`config.mk`:
```
export PLATFORM = sky130hd
export DESIGN_NAME = lomb_mask_bank
export DESIGN_NICKNAME = d
export VERILOG_FILES = /design/src/lomb_pkg.sv /design/src/lomb_mask_bank.sv
export SDC_FILE = /design/constraint.sdc
export NUM_CORES = 1
export LEC_CHECK = 0
export BUFFER_PORTS_ARGS = -buffer_cell sky130_fd_sc_hd__buf_2
export CAP_MARGIN = 20
export CORE_ASPECT_RATIO = 2
export CORE_UTILIZATION = 59
export CTS_BUF_LIST = sky130_fd_sc_hd__clkbuf_4 sky130_fd_sc_hd__clkbuf_8
export DETAILED_ROUTE_END_ITERATION = 6
export PLACE_DENSITY = 0.91
export SLEW_MARGIN = 10
export SYNTH_ARGS = -nofsm -noshare
export SYNTH_HDL_FRONTEND = slang
export SYNTH_SLANG_ARGS = --single-unit
export TNS_END_PERCENT = 10
```
`constraint.sdc`:
```
create_clock -name pclk -period 9.1 [get_ports pclk]
set_clock_uncertainty 0.1 [all_clocks]
set_input_delay 1.82 -clock pclk [delete_from_list [all_inputs] [get_ports pclk]]
set_output_delay 1.82 -clock pclk [all_outputs]
set_load 0.02 [all_outputs]
```
`src/lomb_pkg.sv`:
```
// constants and carrier types of the loop one interrupt mask bank
// assumes one 100 MHz apb clock shared with the loop event sources
//
// Summary of operation
// lock bits 7/6: frequency clamp off/on
// lock bits 5/4: phase slew limiter off/on
// lock bit 3: frequency lock lost
// lock bit 2: frequency lock gained
// lock bits 1/0: phase lock lost/gained
// state bit 7: reference input switched
// state bits 6/5: freerun/holdover entered
// state bits 4/3: hitless entered/exited
// state bit 2: holdover history updated
// state bit 0 phase step; bit 1 reads zero
// acquisition bit 4 divider resync; 7:5 zero
// acquisition bits 3/2 complete/start; 1:0 reserved
// profile bits 5:0 per profile; 7:6 zero
// analog bit 4 distribution synced; 7:5 zero
// analog bits 3/2: analog lock lost/gained
// analog bits 1/0: calibration done/started
// zero mask blocks request, detection continues
// request on any unmasked event; masks reset zero

`default_nettype none

package lomb_pkg;

	// -------------------------------------------------------
	// register indices; byte address is four times the index
	// -------------------------------------------------------
	localparam logic [9:0] LOMB_LOCK_IDX = 10'h116;
	localparam logic [9:0] LOMB_STATE_IDX = 10'h117;
	localparam logic [9:0] LOMB_ACQ_IDX = 10'h118;
	localparam logic [9:0] LOMB_PROF_IDX = 10'h119;
	localparam logic [9:0] LOMB_ANALOG_IDX = 10'h11A;
	// sticky status banks, same order and layout as the masks
	localparam logic [9:0] LOMB_STAT_IDX = 10'h120;
	localparam int LOMB_BANKS = 5;
	localparam int LOMB_ADDR_W = 12;

	// -------------------------------------------------------
	// bank numbers
	// -------------------------------------------------------
	localparam int LOMB_B_LOCK = 0;
	localparam int LOMB_B_STATE = 1;
	localparam int LOMB_B_ACQ = 2;
	localparam int LOMB_B_PROF = 3;
	localparam int LOMB_B_ANALOG = 4;

	// -------------------------------------------------------
	// field positions
	// -------------------------------------------------------
	localparam int LOMB_FCLAMP_OFF = 7;
	localparam int LOMB_FCLAMP_ON = 6;
	localparam int LOMB_SLEW_OFF = 5;
	localparam int LOMB_SLEW_ON = 4;
	localparam int LOMB_FREQ_UNLK = 3;
	localparam int LOMB_FREQ_LK = 2;
	localparam int LOMB_PHASE_UNLK = 1;
	localparam int LOMB_PHASE_LK = 0;
	localparam int LOMB_REF_SW = 7;
	localparam int LOMB_FREERUN = 6;
	localparam int LOMB_HOLDOVER = 5;
	localparam int LOMB_HITLESS_IN = 4;
	localparam int LOMB_HITLESS_OUT = 3;
	localparam int LOMB_HISTORY = 2;
	localparam int LOMB_STATE_RSVD = 1;
	localparam int LOMB_PSTEP = 0;
	localparam int LOMB_DIV_RESYNC = 4;
	localparam int LOMB_FACQ_DONE = 3;
	localparam int LOMB_FACQ_START = 2;
	localparam int LOMB_DIST_SYNC = 4;
	localparam int LOMB_ALOOP_UNLK = 3;
	localparam int LOMB_ALOOP_LK = 2;
	localparam int LOMB_CAL_DONE = 1;
	localparam int LOMB_CAL_START = 0;

	// -------------------------------------------------------
	// writable bits, event bits and reset values per bank
	// -------------------------------------------------------
	localparam logic [4:0][7:0] LOMB_WR_BITS = {8'h1F, 8'h3F, 8'h1F, 8'hFD, 8'hFF};
	localparam logic [4:0][7:0] LOMB_EV_BITS = {8'h1F, 8'h3F, 8'h1C, 8'hFD, 8'hFF};
	localparam logic [7:0] LOMB_MASK_RST = 8'h00;
	localparam logic [7:0] LOMB_STAT_RST = 8'h00;

	// -------------------------------------------------------
	// carriers
	// -------------------------------------------------------
	// one-cycle event pulses; lock bank in the low byte
	typedef struct packed {
		logic [7:0] analog;
		logic [7:0] profile;
		logic [7:0] acq;
		logic [7:0] state;
		logic [7:0] lock;
	} lomb_ev_s;

	typedef struct packed {
		logic [4:0][7:0] mask;
		logic [4:0][7:0] stat;
		logic rdy;
		logic err;
		logic [31:0] rdata;
		logic irq;
	} lomb_state_s;

endpackage : lomb_pkg

`default_nettype wire

```
`src/lomb_mask_bank.sv`:
```
// interrupt mask bank of loop channel one with sticky event status
// assumes apb3 master on pclk; event pulses synchronous to pclk

`timescale 1ns/1ps
`default_nettype none

module lomb_mask_bank
(
	// clock and reset
	input wire logic pclk,
	input wire logic presetn,
	// apb slave
	input wire logic psel,
	input wire logic penable,
	input wire logic pwrite,
	input wire logic [lomb_pkg::LOMB_ADDR_W-1:0] paddr,
	input wire logic [31:0] pwdata,
	output var logic [31:0] prdata,
	output var logic pready,
	output var logic pslverr,
	// loop events
	input wire lomb_pkg::lomb_ev_s ev,
	// interrupt request
	output var logic irq
);
	import lomb_pkg::*;

	// ---------------------------------------------------------
	// decode
	// ---------------------------------------------------------
	lomb_state_s s_q;
	lomb_state_s s_d;
	logic [4:0][7:0] ev_a;
	logic [9:0] idx;
	logic word_ok;
	logic mask_hit;
	logic stat_hit;
	logic [9:0] mask_off;
	logic [9:0] stat_off;
	logic [2:0] bank;
	logic setup;
	logic access;
	logic mask_wr;
	logic stat_wr;

	assign ev_a = ev;
	assign idx = paddr[LOMB_ADDR_W-1:2];
	assign word_ok = (paddr[1:0] == 2'h0);
	assign mask_off = idx - LOMB_LOCK_IDX;
	assign stat_off = idx - LOMB_STAT_IDX;
	assign mask_hit = word_ok && (idx >= LOMB_LOCK_IDX) && (idx <= LOMB_ANALOG_IDX);
	assign stat_hit = word_ok && (idx >= LOMB_STAT_IDX) && (stat_off < 10'(LOMB_BANKS));
	assign bank = mask_hit ? mask_off[2:0] : stat_off[2:0];
	assign setup = psel && !penable;
	// access edge is the one where pready is sampled high
	assign access = psel && penable && s_q.rdy;
	assign mask_wr = access && pwrite && mask_hit;
	assign stat_wr = access && pwrite && stat_hit;

	// ---------------------------------------------------------
	// next state
	// ---------------------------------------------------------
	always_comb
	begin
		s_d = s_q;
		// zero wait states: answer in the first access cycle
		s_d.rdy = setup;
		s_d.err = setup && !(mask_hit || stat_hit);
		s_d.rdata = 32'h0000_0000;
		// read data is a snapshot taken in the setup cycle
		if (setup && !pwrite && mask_hit)
		begin
			s_d.rdata[7:0] = s_q.mask[bank];
		end
		if (setup && !pwrite && stat_hit)
		begin
			s_d.rdata[7:0] = s_q.stat[bank];
		end
		for (int b = 0; b < LOMB_BANKS; b++)
		begin
			// mask writes, reserved bits stay zero except acquisition bits 1:0
			if (mask_wr && (bank == 3'(b)))
			begin
				s_d.mask[b] = pwdata[7:0] & LOMB_WR_BITS[b];
			end
			// detection ignores mask; set wins over clear
			if (stat_wr && (bank == 3'(b)))
			begin
				s_d.stat[b] = s_q.stat[b] & ~pwdata[7:0];
			end
			s_d.stat[b] = s_d.stat[b] | (ev_a[b] & LOMB_EV_BITS[b]);
		end
		// request while any unmasked status bit is set
		s_d.irq = |(s_d.stat & s_d.mask);
	end

	// ---------------------------------------------------------
	// state register
	// ---------------------------------------------------------
	always_ff @(posedge pclk or negedge presetn)
	begin
		if (!presetn)
		begin
			// masks cleared by reset
			s_q.mask <= {LOMB_BANKS{LOMB_MASK_RST}};
			s_q.stat <= {LOMB_BANKS{LOMB_STAT_RST}};
			s_q.rdy <= 1'b0;
			s_q.err <= 1'b0;
			s_q.rdata <= 32'h0000_0000;
			s_q.irq <= 1'b0;
		end
		else
		begin
			s_q <= s_d;
		end
	end

	assign prdata = s_q.rdata;
	assign pready = s_q.rdy;
	assign pslverr = s_q.err;
	assign irq = s_q.irq;

	// ---------------------------------------------------------
	// checks
	// ---------------------------------------------------------
	// an event is counted only when its mask is not being rewritten
	logic quiet;
	assign quiet = !mask_wr;

	AST_FCLAMP_OFF: assert property (
		@(posedge pclk) disable iff (!presetn)
		(quiet && ev.lock[LOMB_FCLAMP_OFF] && s_q.mask[LOMB_B_LOCK][LOMB_FCLAMP_OFF]) |=> irq
	) else $error("clamp off event did not raise the request");

	AST_SLEW_ON: assert property (
		@(posedge pclk) disable iff (!presetn)
		(quiet && ev.lock[LOMB_SLEW_ON] && s_q.mask[LOMB_B_LOCK][LOMB_SLEW_ON]) |=> irq
	) else $error("slew limiter event did not raise the request");

	AST_FREQ_UNLK: assert property (
		@(posedge pclk) disable iff (!presetn)
		(quiet && ev.lock[LOMB_FREQ_UNLK] && s_q.mask[LOMB_B_LOCK][LOMB_FREQ_UNLK])
		|=> (irq && s_q.stat[LOMB_B_LOCK][LOMB_FREQ_UNLK])
	) else $error("frequency unlock did not raise the request");

	AST_FREQ_LK: assert property (
		@(posedge pclk) disable iff (!presetn)
		(quiet && ev.lock[LOMB_FREQ_LK] && s_q.mask[LOMB_B_LOCK][LOMB_FREQ_LK]) |=> irq
	) else $error("frequency lock did not raise the request");

	AST_PHASE_LK: assert property (
		@(posedge pclk) disable iff (!presetn)
		(quiet && ev.lock[LOMB_PHASE_LK] && s_q.mask[LOMB_B_LOCK][LOMB_PHASE_LK]) |=> irq
	) else $error("phase lock did not raise the request");

	AST_REF_SW: assert property (
		@(posedge pclk) disable iff (!presetn)
		(quiet && ev.state[LOMB_REF_SW] && s_q.mask[LOMB_B_STATE][LOMB_REF_SW]) |=> irq
	) else $error("reference switch did not raise the request");

	AST_HOLDOVER: assert property (
		@(posedge pclk) disable iff (!presetn)
		(quiet && ev.state[LOMB_HOLDOVER] && s_q.mask[LOMB_B_STATE][LOMB_HOLDOVER]) |=> irq
	) else $error("holdover entry did not raise the request");

	AST_HITLESS_OUT: assert property (
		@(posedge pclk) disable iff (!presetn)
		(quiet && ev.state[LOMB_HITLESS_OUT] && s_q.mask[LOMB_B_STATE][LOMB_HITLESS_OUT]) |=> irq
	) else $error("hitless exit did not raise the request");

	AST_HISTORY: assert property (
		@(posedge pclk) disable iff (!presetn)
		(quiet && ev.state[LOMB_HISTORY] && s_q.mask[LOMB_B_STATE][LOMB_HISTORY]) |=> irq
	) else $error("history update did not raise the request");

	AST_STATE_RSVD: assert property (
		@(posedge pclk) disable iff (!presetn)
		!s_q.mask[LOMB_B_STATE][LOMB_STATE_RSVD] && !s_q.stat[LOMB_B_STATE][LOMB_STATE_RSVD]
	) else $error("reserved state bit became set");

	AST_DIV_RESYNC: assert property (
		@(posedge pclk) disable iff (!presetn)
		(quiet && ev.acq[LOMB_DIV_RESYNC] && s_q.mask[LOMB_B_ACQ][LOMB_DIV_RESYNC]) |=> irq
	) else $error("divider resync did not raise the request");

	AST_FACQ_DONE: assert property (
		@(posedge pclk) disable iff (!presetn)
		(quiet && ev.acq[LOMB_FACQ_DONE] && s_q.mask[LOMB_B_ACQ][LOMB_FACQ_DONE]) |=> irq
	) else $error("fast acquisition done did not raise the request");

	AST_PROF_RSVD: assert property (
		@(posedge pclk) disable iff (!presetn)
		(s_q.mask[LOMB_B_PROF][7:6] == 2'h0) && (s_q.mask[LOMB_B_ANALOG][7:5] == 3'h0)
	) else $error("reserved profile or analog mask bit set");

	AST_DIST_SYNC: assert property (
		@(posedge pclk) disable iff (!presetn)
		(quiet && ev.analog[LOMB_DIST_SYNC] && s_q.mask[LOMB_B_ANALOG][LOMB_DIST_SYNC]) |=> irq
	) else $error("distribution sync did not raise the request");

	AST_ALOOP_UNLK: assert property (
		@(posedge pclk) disable iff (!presetn)
		(quiet && ev.analog[LOMB_ALOOP_UNLK] && s_q.mask[LOMB_B_ANALOG][LOMB_ALOOP_UNLK]) |=> irq
	) else $error("analog unlock did not raise the request");

	AST_CAL_START: assert property (
		@(posedge pclk) disable iff (!presetn)
		(quiet && ev.analog[LOMB_CAL_START] && s_q.mask[LOMB_B_ANALOG][LOMB_CAL_START]) |=> irq
	) else $error("calibration start did not raise the request");

	AST_MASKED_SEEN: assert property (
		@(posedge pclk) disable iff (!presetn)
		(ev.lock[LOMB_PHASE_UNLK] && !s_q.mask[LOMB_B_LOCK][LOMB_PHASE_UNLK])
		|=> s_q.stat[LOMB_B_LOCK][LOMB_PHASE_UNLK]
		##1 (s_q.stat[LOMB_B_LOCK][LOMB_PHASE_UNLK] || $past(stat_wr))
	) else $error("masked event was not recorded");

	AST_IRQ_LEVEL: assert property (
		@(posedge pclk) disable iff (!presetn)
		irq == (|(s_q.stat & s_q.mask))
	) else $error("request does not match unmasked status");

	AST_WRITE_TAKES: assert property (
		@(posedge pclk) disable iff (!presetn)
		(mask_wr && (bank == 3'h0)) |=> (s_q.mask[LOMB_B_LOCK] == $past(pwdata[7:0]))
	) else $error("lock mask write not stored");

	AST_ANSWER: assert property (
		@(posedge pclk) disable iff (!presetn)
		setup |=> (pready && (pslverr == !$past(mask_hit || stat_hit)))
	) else $error("apb answer missing or wrong");

	AST_FCLAMP_ON: assert property (
		@(posedge pclk) disable iff (!presetn)
		(quiet && ev.lock[LOMB_FCLAMP_ON] && s_q.mask[LOMB_B_LOCK][LOMB_FCLAMP_ON]) |=> irq
	) else $error("clamp on event did not raise the request");

	AST_SLEW_OFF: assert property (
		@(posedge pclk) disable iff (!presetn)
		(quiet && ev.lock[LOMB_SLEW_OFF] && s_q.mask[LOMB_B_LOCK][LOMB_SLEW_OFF]) |=> irq
	) else $error("slew limiter off did not raise the request");

	AST_PHASE_UNLK: assert property (
		@(posedge pclk) disable iff (!presetn)
		(quiet && ev.lock[LOMB_PHASE_UNLK] && s_q.mask[LOMB_B_LOCK][LOMB_PHASE_UNLK]) |=> irq
	) else $error("phase unlock did not raise the request");

	AST_FREERUN: assert property (
		@(posedge pclk) disable iff (!presetn)
		(quiet && ev.state[LOMB_FREERUN] && s_q.mask[LOMB_B_STATE][LOMB_FREERUN]) |=> irq
	) else $error("freerun entry did not raise the request");

	AST_HITLESS_IN: assert property (
		@(posedge pclk) disable iff (!presetn)
		(quiet && ev.state[LOMB_HITLESS_IN] && s_q.mask[LOMB_B_STATE][LOMB_HITLESS_IN]) |=> irq
	) else $error("hitless entry did not raise the request");

	AST_PSTEP: assert property (
		@(posedge pclk) disable iff (!presetn)
		(quiet && ev.state[LOMB_PSTEP] && s_q.mask[LOMB_B_STATE][LOMB_PSTEP]) |=> irq
	) else $error("phase step did not raise the request");

	AST_FACQ_START: assert property (
		@(posedge pclk) disable iff (!presetn)
		(quiet && ev.acq[LOMB_FACQ_START] && s_q.mask[LOMB_B_ACQ][LOMB_FACQ_START]) |=> irq
	) else $error("fast acquisition start did not raise the request");

	AST_PROF0: assert property (
		@(posedge pclk) disable iff (!presetn)
		(quiet && ev.profile[0] && s_q.mask[LOMB_B_PROF][0]) |=> irq
	) else $error("profile 0 activation did not raise the request");

	AST_PROF1: assert property (
		@(posedge pclk) disable iff (!presetn)
		(quiet && ev.profile[1] && s_q.mask[LOMB_B_PROF][1]) |=> irq
	) else $error("profile 1 activation did not raise the request");

	AST_PROF2: assert property (
		@(posedge pclk) disable iff (!presetn)
		(quiet && ev.profile[2] && s_q.mask[LOMB_B_PROF][2]) |=> irq
	) else $error("profile 2 activation did not raise the request");

	AST_PROF3: assert property (
		@(posedge pclk) disable iff (!presetn)
		(quiet && ev.profile[3] && s_q.mask[LOMB_B_PROF][3]) |=> irq
	) else $error("profile 3 activation did not raise the request");

	AST_PROF4: assert property (
		@(posedge pclk) disable iff (!presetn)
		(quiet && ev.profile[4] && s_q.mask[LOMB_B_PROF][4]) |=> irq
	) else $error("profile 4 activation did not raise the request");

	AST_PROF5: assert property (
		@(posedge pclk) disable iff (!presetn)
		(quiet && ev.profile[5] && s_q.mask[LOMB_B_PROF][5]) |=> irq
	) else $error("profile 5 activation did not raise the request");

	AST_ALOOP_LK: assert property (
		@(posedge pclk) disable iff (!presetn)
		(quiet && ev.analog[LOMB_ALOOP_LK] && s_q.mask[LOMB_B_ANALOG][LOMB_ALOOP_LK]) |=> irq
	) else $error("analog lock did not raise the request");

	AST_CAL_DONE: assert property (
		@(posedge pclk) disable iff (!presetn)
		(quiet && ev.analog[LOMB_CAL_DONE] && s_q.mask[LOMB_B_ANALOG][LOMB_CAL_DONE]) |=> irq
	) else $error("calibration done did not raise the request");

	AST_ACQ_RSVD: assert property (
		@(posedge pclk) disable iff (!presetn)
		(s_q.mask[LOMB_B_ACQ][7:5] == 3'h0) && (s_q.stat[LOMB_B_ACQ][7:5] == 3'h0)
		&& (s_q.stat[LOMB_B_ACQ][1:0] == 2'h0)
	) else $error("reserved acquisition bit set");

	AST_STAT_RSVD: assert property (
		@(posedge pclk) disable iff (!presetn)
		(s_q.stat[LOMB_B_PROF][7:6] == 2'h0) && (s_q.stat[LOMB_B_ANALOG][7:5] == 3'h0)
	) else $error("reserved profile or analog status bit set");

	AST_MASK_BLOCKS: assert property (
		@(posedge pclk) disable iff (!presetn)
		(!mask_wr && ((s_q.stat & s_q.mask) == 40'h00_0000_0000) && ((ev_a & s_q.mask) == 40'h00_0000_0000))
		|=> !irq
	) else $error("masked event raised the request");

	AST_SET_WINS: assert property (
		@(posedge pclk) disable iff (!presetn)
		(stat_wr && (bank == 3'h0) && pwdata[LOMB_FREQ_LK] && ev.lock[LOMB_FREQ_LK])
		|=> s_q.stat[LOMB_B_LOCK][LOMB_FREQ_LK]
	) else $error("clear beat a new event");

	AST_CLEAR: assert property (
		@(posedge pclk) disable iff (!presetn)
		(stat_wr && (bank == 3'h0) && pwdata[LOMB_FREQ_LK] && !ev.lock[LOMB_FREQ_LK])
		|=> !s_q.stat[LOMB_B_LOCK][LOMB_FREQ_LK]
	) else $error("write one did not clear status");

	AST_RDY_ONE: assert property (
		@(posedge pclk) disable iff (!presetn)
		pready |=> !pready
	) else $error("ready held longer than one cycle");

	AST_ERR_WITH_RDY: assert property (
		@(posedge pclk) disable iff (!presetn)
		pslverr |-> pready
	) else $error("error without ready");

	AST_MISALIGN: assert property (
		@(posedge pclk) disable iff (!presetn)
		(setup && (paddr[1:0] != 2'h0)) |=> pslverr
	) else $error("misaligned access not refused");

	AST_RDATA_IDLE: assert property (
		@(posedge pclk) disable iff (!presetn)
		!pready |-> (prdata == 32'h0000_0000)
	) else $error("read data outside an answer");

	AST_MASK_HOLD: assert property (
		@(posedge pclk) disable iff (!presetn)
		!mask_wr |=> $stable(s_q.mask)
	) else $error("mask changed without a write");

	AST_STAT_HOLD: assert property (
		@(posedge pclk) disable iff (!presetn)
		(!stat_wr && (ev_a == 40'h00_0000_0000)) |=> $stable(s_q.stat)
	) else $error("status changed without event or clear");

	AST_READ_LOCK: assert property (
		@(posedge pclk) disable iff (!presetn)
		(setup && !pwrite && mask_hit && (bank == 3'h0))
		|=> (prdata == {24'h000000, $past(s_q.mask[LOMB_B_LOCK])})
	) else $error("lock mask read data wrong");

	AST_READ_STAT: assert property (
		@(posedge pclk) disable iff (!presetn)
		(setup && !pwrite && stat_hit && (bank == 3'h0))
		|=> (prdata == {24'h000000, $past(s_q.stat[LOMB_B_LOCK])})
	) else $error("lock status read data wrong");

endmodule : lomb_mask_bank

`default_nettype wire

```
==> results.toml, run 1 <==
[job]
timing.max_cap.violations = 0

[final_layout]
final_layout_size_suffix_gt1_share_pct = 25.05
seq_area_um2 = 2277
number_of_antenna_cells_inserted = 0
nets_final = 588
multiInputGateArea_um2 = 2160
syn2layout_area_growth_pct = 10.46
layout.cells.non_filler = 595
filler_cell_count = 591

[routing]
drt_first_iter_violations = 402
via_per_inst = 6.565
totalWireLength_mm = 13.11
firstDrtPassIters = 5
wire_per_inst_um = 22.03
drc_errors = 0
num_vias = 3906
ant_nets = 0

[global_route]
pin_count_of_the_biggest_net_entering_global_routing = 67
first_global_vias = 3875
antenna_found_initial = 0
grt_first_pass_wirelength_mm = 19.73
residual_overflow_from_global_routing = 0
groute.usage.overall_pct = 32.30

[clock_tree]
clock_sink_count = 91
postCtsSetupBuffers = 0
clk_pin_slew_worst_paths_ns = 0.09
worst_skew_pair.late_latency_ns = 0.36
post_cts_hold_buffer_count = 0
tritoncts_clock_tree = "built"
cts.repair.resized = 0
cts-buffers-inserted = 9
cts-root-to-sink-buffers = 2
htree_num_levels = 3
clk_root_buffer_cell = "sky130_fd_sc_hd__clkbuf_8"

[critical_path]
kind_of_critical_path = "in2reg"
worst_r2r_path_depth = 8
critical_path.reg2reg.endpoint = "irq"
cp-start-kind = "primary input"
worst_r2r_startpoint = "pready"
required_ns = 9.24
worst-r2r-setup-slack_ns = 5.32
worst-path-max-fanout = 15
critical_path.endpoint_type = "flop"
cp.arrival_ns = 5.39

[sta]
final_hold_viol_count = 0
timing.fmax_mhz = 190.3
report.final.setup_viol = 0
post-route-period-util_pct = 57.75
max_slew_margin_pct = 27.09
setup_tns_ns = 0
unrepaired_setup_endpoints_after_global_routing = "false"
tightestPinTransition_ns = 1.094
min_period_ns = 5.255
slew_viol_final = 0

[min_path]
hold_class = "reg2reg"
cell_count_of_the_worst_hold_path = 2
hold_path_end = "s_q[45]"
hold_crit_start = "s_q[45]"

[yosys]
synth_top_cells_by_area = "sky130_fd_sc_hd__dfrtp_1, sky130_fd_sc_hd__mux4_2, sky130_fd_sc_hd__buf_4"
synthMostInstantiatedCell = "sky130_fd_sc_hd__dfrtp_1"
postSynthRegisterBits = 91
synth-async-reset-ratio_pct = 100.0
synthCells = 436
synthTopCellsByCount = "sky130_fd_sc_hd__dfrtp_1, sky130_fd_sc_hd__inv_1, sky130_fd_sc_hd__buf_4, sky130_fd_sc_hd__nor2_1, sky130_fd_sc_hd__o22ai_1"
synthDominantCellAreaShare_pct = 47.26
synthesis.area_um2 = 4818
yosysSeqAreaShare_pct = 47.26
ys_flop_type = "sky130_fd_sc_hd__dfrtp_1"
synth_top_area_cell = "sky130_fd_sc_hd__dfrtp_1"
synth_edf_count = 0
synth_cell_type_count = 56
postSynthAreaPerCell_um2 = 11.05
synth-warning-count = 0

[placement]
place_congestion = 0.9693
dpl.hpwl_mm = 9.757
dp_cells = 580
placement.io_buffers = 64

[pwr]
power.ir.vdd_worst_uv = 147.7
power_density_nw_per_um2 = 146.5
leakagePower_nw = 2.561

[floorplanning]
ioPinCount = 124
floorplan.die.width_um = 65.90
area_of_the_die_um2 = 8554
effective_utilization_at_floorplan_pct = 60.66
core_area_um2 = 7943
fp.dieH_um = 129.8
floorplan.rows = 46

[run_status]
status = "completed"
worst max-delay path, stage by stage:
cell and delay, ns:
sky130_fd_sc_hd__buf_2 0.11, sky130_fd_sc_hd__inv_1 0.06, sky130_fd_sc_hd__ha_1 0.26, sky130_fd_sc_hd__or4bb_1 0.50, sky130_fd_sc_hd__nor3_1 0.19, sky130_fd_sc_hd__buf_4 0.30, sky130_fd_sc_hd__nand3_1 0.32, sky130_fd_sc_hd__o22ai_1 0.42
sky130_fd_sc_hd__a2bb2o_1 0.33, sky130_fd_sc_hd__nor4_1 0.36, sky130_fd_sc_hd__nand4_1 0.17, sky130_fd_sc_hd__or4_1 0.55
stage by stage:
stage                     hold slack, ns  util [%]  power, mW  cell area [µm²]  setup WS, ns
after floorplan                   0.3509         -     0.4560             4905         4.160
after global placement            0.3692     64.18     0.4761             5097         3.599
after detailed placement          0.3938     64.18     0.4785             5097         3.536
after CTS                         0.4170     67.01     0.7798             5323         3.894
after global routing              0.4403     67.01     0.8063             5323         3.795
final                             0.4162     67.01     0.7799             5323         3.845
per-layer routing:
| metal | vias up | wire [µm] | global-route usage, % |
|---|---|---|---|
| met5 | - | 0 | 0 |
| met4 | 0 | 1150 | 30.82 |
| met3 | 76 | 968 | 5.682 |
| met2 | 270 | 6783 | 51.98 |
| met1 | 1903 | 4208 | 34.66 |
| li1 | 1657 | - | - |
report_power, final:
| part | switching (mW) | internal (mW) | leakage (nW) | total [mW] |
|---|---|---|---|---|
| registers | 0.000175 | 0.404 | 1.10 | 0.405 |
| clock network | 0.140 | 0.168 | 0.115 | 0.309 |
| logic | 0.0462 | 0.0203 | 1.34 | 0.0665 |
| total | 0.187 | 0.593 | 2.56 | 0.780 |
area by class of cell:
| class | instances | area share (%) |
|---|---|---|
| Clock inverter | 4 | 1.387 |
| Tap cell | 96 | 2.257 |
| Timing Repair Buffer | 70 | 6.911 |
| Inverter | 46 | 3.244 |
| Clock buffer | 11 | 2.844 |
| Multi-Input combinational cell | 277 | 40.57 |
| Sequential cell | 91 | 42.78 |
layout by cell type, fill, tap and decap left out, types with 14 or more instances in the layout:
cell type / Yosys / routed
sky130_fd_sc_hd__nor2_1: 21 / 21
sky130_fd_sc_hd__mux2i_1: 14 / 14
sky130_fd_sc_hd__mux4_2: 16 / 16
sky130_fd_sc_hd__conb_1: 1 / 24
sky130_fd_sc_hd__dfrtp_1: 91 / 91
sky130_fd_sc_hd__o22ai_1: 20 / 20
sky130_fd_sc_hd__nand3_1: 14 / 14
sky130_fd_sc_hd__inv_1: 45 / 45
sky130_fd_sc_hd__nand2b_1: 15 / 15
sky130_fd_sc_hd__buf_2: 2 / 63
sky130_fd_sc_hd__a22oi_1: 17 / 17
logic make-up (layout without fill, tap and decap cells):
logic type               Yosys count  in the layout  share of synthesized area, %
adder cells (fa/ha/maj)            4              4                         1.039
AO/OA/AOI/OAI                    105            105                         16.57
other                              1             24                       0.07783
buffers and inverters             91            131                         9.712
AND/OR/NAND/NOR                  100            100                         11.74
XOR/XNOR                           1              1                        0.1818
multiplexers                      43             43                         13.43
flip-flops                        91             91                         47.26
state kept, by name, indices dropped and copies added, names as in the netlist:
register and count:
s_q 80, prdata 8, irq 1, pready 1
pslverr 1
how the worst max path moves through the flow:
stage              from   to  slack (ns)
4_1_cts        paddr[3]  irq        3.89
6_report       paddr[7]  irq        3.85
5_1_grt        paddr[3]  irq        3.79
2_1_floorplan  paddr[1]  irq        4.16
3_3_place_gp   paddr[3]  irq        3.60
3_5_place_dp   paddr[3]  irq        3.54
No activity file was read; power rests on OpenSTA's default activity.
==> run 2, diff against run 1 <==
- CORE_UTILIZATION: 59 -> 55
- PLACE_DENSITY: 0.91 -> 0.85
- clock period: 9.1 -> 5.4 ns (I/O delays scaled with it)
==> run 2 against run 1 <==
  * Global-route usage is 1.7 points lower
  * Combinational power is 68% higher
  * Flip-flop and latch count stayed put
  * Setup slack worse by 2.9 ns
  * Die area is 7.1% higher
  * Largest cell class unchanged
  * Highest routed layer unchanged
==> results.toml, run 2 (synthesized netlist as in run 1, its figures left out) <==
[clock_tree]
cts.repair.resized = 0
worst_skew_pair.late_latency_ns = 0.36
postCtsSetupBuffers = 0
clk_root_buffer_cell = "sky130_fd_sc_hd__clkbuf_8"
post_cts_hold_buffer_count = 0
htree_num_levels = 3
tritoncts_clock_tree = "built"
cts-buffers-inserted = 9
clk_pin_slew_worst_paths_ns = 0.08
clock_sink_count = 91
cts-root-to-sink-buffers = 2

[global_route]
grt_first_pass_wirelength_mm = 19.82
groute.usage.overall_pct = 30.61
antenna_found_initial = 0
gr-max-usage-layer = "met2"
use_met2_pct = 48.42
grt.met3_usage_pct = 7.143
pin_count_of_the_biggest_net_entering_global_routing = 56
use_met1_pct = 32.60
first_global_vias = 3992
residual_overflow_from_global_routing = 0

[run_status]
status = "completed"

[routing]
totalWireLength_mm = 12.62
ant_nets = 0
wire_per_inst_um = 20.97
drt_first_iter_violations = 362
firstDrtPassIters = 5
via_per_inst = 6.346
num_vias = 3820
drc_errors = 0

[final_layout]
final_layout_size_suffix_gt1_share_pct = 25.50
number_of_antenna_cells_inserted = 0
nets_final = 590
layout.cells.non_filler = 602
final_common_cell = "sky130_fd_sc_hd__dfrtp_1"
syn2layout_area_growth_pct = 9.816
commonest_cells_after_routing_fill_and_taps_aside = "sky130_fd_sc_hd__dfrtp_1, sky130_fd_sc_hd__buf_2, sky130_fd_sc_hd__inv_1"
number_of_flip_flops_under_the_largest_register_name = 80
max_flop_register = "s_q"

[pwr]
power_density_nw_per_um2 = 230.7
leakagePower_nw = 2.548
power.ir.vdd_worst_uv = 193.7
totalPowerFinal_mw = 1.221

[sta]
max_slew_margin_pct = 27.08
setup_tns_ns = 0
post-route-period-util_pct = 82.84
tightestPinTransition_ns = 1.093
final_hold_viol_count = 0
unrepaired_setup_endpoints_after_global_routing = "false"
timing.fmax_mhz = 223.5
min_period_ns = 4.473
slew_viol_final = 0
finalHoldWorstSlack_ns = 0.4091
report.final.setup_viol = 0

[floorplanning]
fp.dieH_um = 134.4
effective_utilization_at_floorplan_pct = 56.10
ioPinCount = 124
area_of_the_die_um2 = 9162
floorplan.rows = 48
floorplan.die.width_um = 68.19
core_area_um2 = 8588

[critical_path]
kind_of_critical_path = "in2reg"
critPathBufInv = 1
cp.arrival_ns = 4.61
critical-path-top-cell-by-count = "sky130_fd_sc_hd__or4_1"
cp_cell_sequence = "buf_2 > or4_1 > a2111oi_4 > o2111ai_4 > mux2_2 > a22oi_1 > nor4b_2 > nand4_1 > or4_1"
required_ns = 5.53
crit_slowest_cell = "sky130_fd_sc_hd__a2111oi_4"
critical_path.endpoint_type = "flop"
cp-start-kind = "primary input"
worst-path-max-fanout = 16
max_stage_delay_ns = 0.67
worst_r2r_startpoint = "pready"
critPathTopFamily = "simple AND/OR/NAND/NOR gates"
cp-startpoint = "paddr[3]"

[min_path]
hold_class = "reg2reg"
hold_crit_start = "s_q[64]"

[placement]
dpl.hpwl_mm = 9.595
dp_cells = 586
placement.io_buffers = 64
place_congestion = 0.9566

[job]
timing.max_cap.violations = 0
[run 2: cell types whose count changed in the layout (fill, tap and decap cells not counted), sizes merged]
cell      change
buf           +2
bufinv        -2
clkinvlp      +1
clkbuf        +3
clkinv        -1
[run 2: where the power goes]
part,total [mW],leakage (nW),switching (mW),internal (mW)
combinational,0.112,1.35,0.0771,0.0348
clock,0.427,0.0918,0.234,0.193
sequential,0.682,1.10,0.000292,0.682
total,1.22,2.55,0.311,0.909
[run 2: final timing paths]
| path | endpoint | slack [ns] | depth (start not counted) |
|---|---|---|---|
| max in group asynchronous | s_q[98] | 3.56 | 2 |
| setup reg to reg | irq | 1.72 | 8 |
| hold / removal | s_q[64] | 0.41 | 2 |
| hold reg to reg | s_q[64] | 0.41 | 2 |
| min in group asynchronous | s_q[41] | 0.56 | 1 |
| setup / recovery | irq | 0.93 | 9 |
[run 2: layout make-up]
class / instances / area, µm²
clock inverters: 2 / 12.51
multi-input cells: 277 / 2160
fillers: 708 / 3297
inverters: 46 / 172.7
repair buffers: 72 / 382.9
well taps: 100 / 125.1
flip-flops and latches: 91 / 2277
clock buffers: 14 / 161.4
[run 2: worst register-to-register path, stage by stage, from the launching register on]
cell	delay, ns
sky130_fd_sc_hd__dfrtp_1	0.35
sky130_fd_sc_hd__nand4_1	0.17
sky130_fd_sc_hd__nor2_1	0.61
sky130_fd_sc_hd__o2111ai_1	0.70
sky130_fd_sc_hd__mux2i_1	0.48
sky130_fd_sc_hd__o22ai_1	0.14
sky130_fd_sc_hd__nor4b_2	0.27
sky130_fd_sc_hd__nand4_1	0.18
sky130_fd_sc_hd__or4_1	0.57
[run 2: through the flow]
step	worst slack [ns]	utilization [%]	instance area, µm²
5_1_grt	0.7301	61.61	5291
3_5_place_dp	0.5868	59.59	5117
3_3_place_gp	0.6822	59.59	5117
6_report	0.9267	61.61	5291
2_1_floorplan	1.200	-	4905
4_1_cts	0.9671	61.61	5291
[run 2: layer usage]
layer,wire [µm],vias up
li1,-,1660
met1,4244,1851
met2,6438,220
met3,804,89
met4,1134,0
met5,0,-
==> run 3, diff against run 2 <==
- CORE_UTILIZATION: 55 -> 50
- PLACE_DENSITY: 0.85 -> 0.82
- clock period: 5.4 -> 3.99 ns (I/O delays scaled with it)
==> run 3 against run 2 <==
  * Sequential share of layout area down 2.3 points
  * Global-route usage fell by 2.4 points
  * Flip-flop and latch count unchanged
  * First-iteration DRC count is 9.7% higher
  * Setup slack lost 0.86 ns
  * Core utilization fell by 2.1 points
  * Sequential power up 35%
  * Critical path type unchanged
==> results.toml, run 3 (synthesized netlist as in run 1, its figures left out) <==
[clock_tree]
post_cts_hold_buffer_count = 0
htree_num_levels = 3
clk_root_buffer_cell = "sky130_fd_sc_hd__clkbuf_8"
cts-buffers-inserted = 9
cts-root-to-sink-buffers = 2
postCtsSetupBuffers = 0
clk_pin_slew_worst_paths_ns = 0.09
cts.repair.resized = 0
clock_sink_count = 91
worst_skew_pair.late_latency_ns = 0.37
tritoncts_clock_tree = "built"

[placement]
place_congestion = 0.9507
dpl.hpwl_mm = 10.27
worst_setup_slack_post_dpl_ns = -0.3021
dpl-instance-area_um2 = 5398
dp_cells = 625
placement.io_buffers = 64

[routing]
met3WireLength_um = 713
via_per_inst = 6.176
drt_first_iter_violations = 397
wl_met2_mm = 6.998
drc_errors = 0
wire_per_inst_um = 20.79
totalWireLength_mm = 13.33
num_vias = 3959
maxUsedRoutingLayer = "met4"
ant_nets = 0
wirelength_met1_mm = 4.503
firstDrtPassIters = 5

[critical_path]
crit_slowest_cell = "sky130_fd_sc_hd__or4_1"
cp.arrival_ns = 4.06
worst-path-max-fanout = 5
critPathTopFamily = "simple AND/OR/NAND/NOR gates"
worst-r2r-setup-slack_ns = 0.82
critical_path.endpoint_type = "flop"
critical-path-top-cell-by-count = "sky130_fd_sc_hd__buf_4"
cp_cell_sequence = "buf_2 > buf_4 > inv_1 > ha_1 > or4bb_1 > nor3_1 > buf_4 > nand3_1 > o22ai_1 > a2bb2o_1 > nor4_1 > nand4_1 > or4_1"
cp-start-kind = "primary input"
kind_of_critical_path = "in2reg"
critPathBufInv = 4
required_ns = 4.13
max_stage_delay_ns = 0.56

[final_layout]
final_core_util_pct = 59.52
number_of_flip_flops_under_the_largest_register_name = 80
number_of_antenna_cells_inserted = 0
layout.cells.non_filler = 641
nets_final = 625
final_common_cell = "sky130_fd_sc_hd__dfrtp_1"
max_flop_register = "s_q"
layout.cell_area.non_filler_um2 = 5585
commonest_cells_after_routing_fill_and_taps_aside = "sky130_fd_sc_hd__dfrtp_1, sky130_fd_sc_hd__buf_2, sky130_fd_sc_hd__inv_1"
syn2layout_area_growth_pct = 15.92
final_layout_size_suffix_gt1_share_pct = 30.35

[floorplanning]
floorplan.die.width_um = 71.42
area_of_the_die_um2 = 10060
core_area_um2 = 9384
fp.dieH_um = 140.8
ioPinCount = 124
effective_utilization_at_floorplan_pct = 51.35
floorplan.rows = 50

[pwr]
clockPowerShare_pct = 35.9
leakagePower_nw = 2.722
power.ir.vdd_worst_uv = 185.0
combPwrFrac_pct = 9.5
power_density_nw_per_um2 = 302.3
share_seq_of_total_power_pct = 54.7
p_switching_mw = 0.4485
switching_share_pct = 26.56
p_int_mw = 1.240

[sta]
final.setup.worst_slack_ns = 0.07154
report.final.setup_viol = 0
unrepaired_setup_endpoints_after_global_routing = "false"
min_period_ns = 3.918
max_slew_margin_pct = 35.44
setup_tns_ns = 0
tightestPinTransition_ns = 0.9685
timing.fmax_mhz = 255.2
final_hold_viol_count = 0
post-route-period-util_pct = 98.21
slew_viol_final = 0

[global_route]
first_global_vias = 4088
antenna_found_initial = 0
pin_count_of_the_biggest_net_entering_global_routing = 78
groute.usage.overall_pct = 28.24
residual_overflow_from_global_routing = 0
grt_first_pass_wirelength_mm = 20.94

[min_path]
hold_class = "reg2reg"

[run_status]
status = "completed"

[job]
timing.max_cap.violations = 0
## run 3: cell count changes in the layout (fill, tap and decap cells not counted), sizes merged
cell and delta:
buf +35, clkbuf -2, inv +2, clkinv +1
clkinvlp -1
## run 3: cell type report
type                       count  area (µm²)
fill                         778        3799
sequential                    91        2277
multi-input combinational    277        2161
timing repair buffer         107       658.1
inverter                      46       172.7
clock buffer                  12       152.6
tap                          104       130.1
clock inverter                 4       33.78
## run 3: stage by stage
stage	hold slack, ns	power (mW)
2_1_floorplan	0.3509	1.040
3_3_place_gp	0.3680	1.095
3_5_place_dp	0.3826	1.100
4_1_cts	0.4058	1.693
5_1_grt	0.4268	1.742
6_report	0.4042	1.689
## run 3: layer usage
layer	up-vias	GRT usage, %
li1	1728	-
met1	1951	29.01
met2	211	48.82
met3	69	4.718
met4	0	23.58
met5	-	0
## run 3: final timing paths
| check | endpoint | from | cells after the start |
|---|---|---|---|
| min in group asynchronous | s_q[41] | presetn | 1 |
| max in group asynchronous | s_q[92] | presetn | 2 |
| setup / recovery | irq | paddr[8] | 13 |
| setup reg to reg | irq | pready | 10 |
| hold reg to reg | s_q[61] | s_q[61] | 2 |
| hold / removal | s_q[61] | s_q[61] | 2 |
## run 3: worst min-delay path: stages, from the launching register on
cell and delay (ns):
sky130_fd_sc_hd__dfrtp_1 0.35, sky130_fd_sc_hd__a21oi_1 0.08, sky130_fd_sc_hd__inv_1 0.05
## run 3: power groups by stage
| stage | Clock, mW | Combinational (mW) | Sequential (mW) |
|---|---|---|---|
| floorplan | 0 | 0.0969 | 0.943 |
| global placement | 0 | 0.154 | 0.941 |
| detailed placement | 0 | 0.159 | 0.941 |
| CTS | 0.611 | 0.159 | 0.923 |
| global route | 0.645 | 0.174 | 0.923 |
| finish | 0.606 | 0.160 | 0.923 |
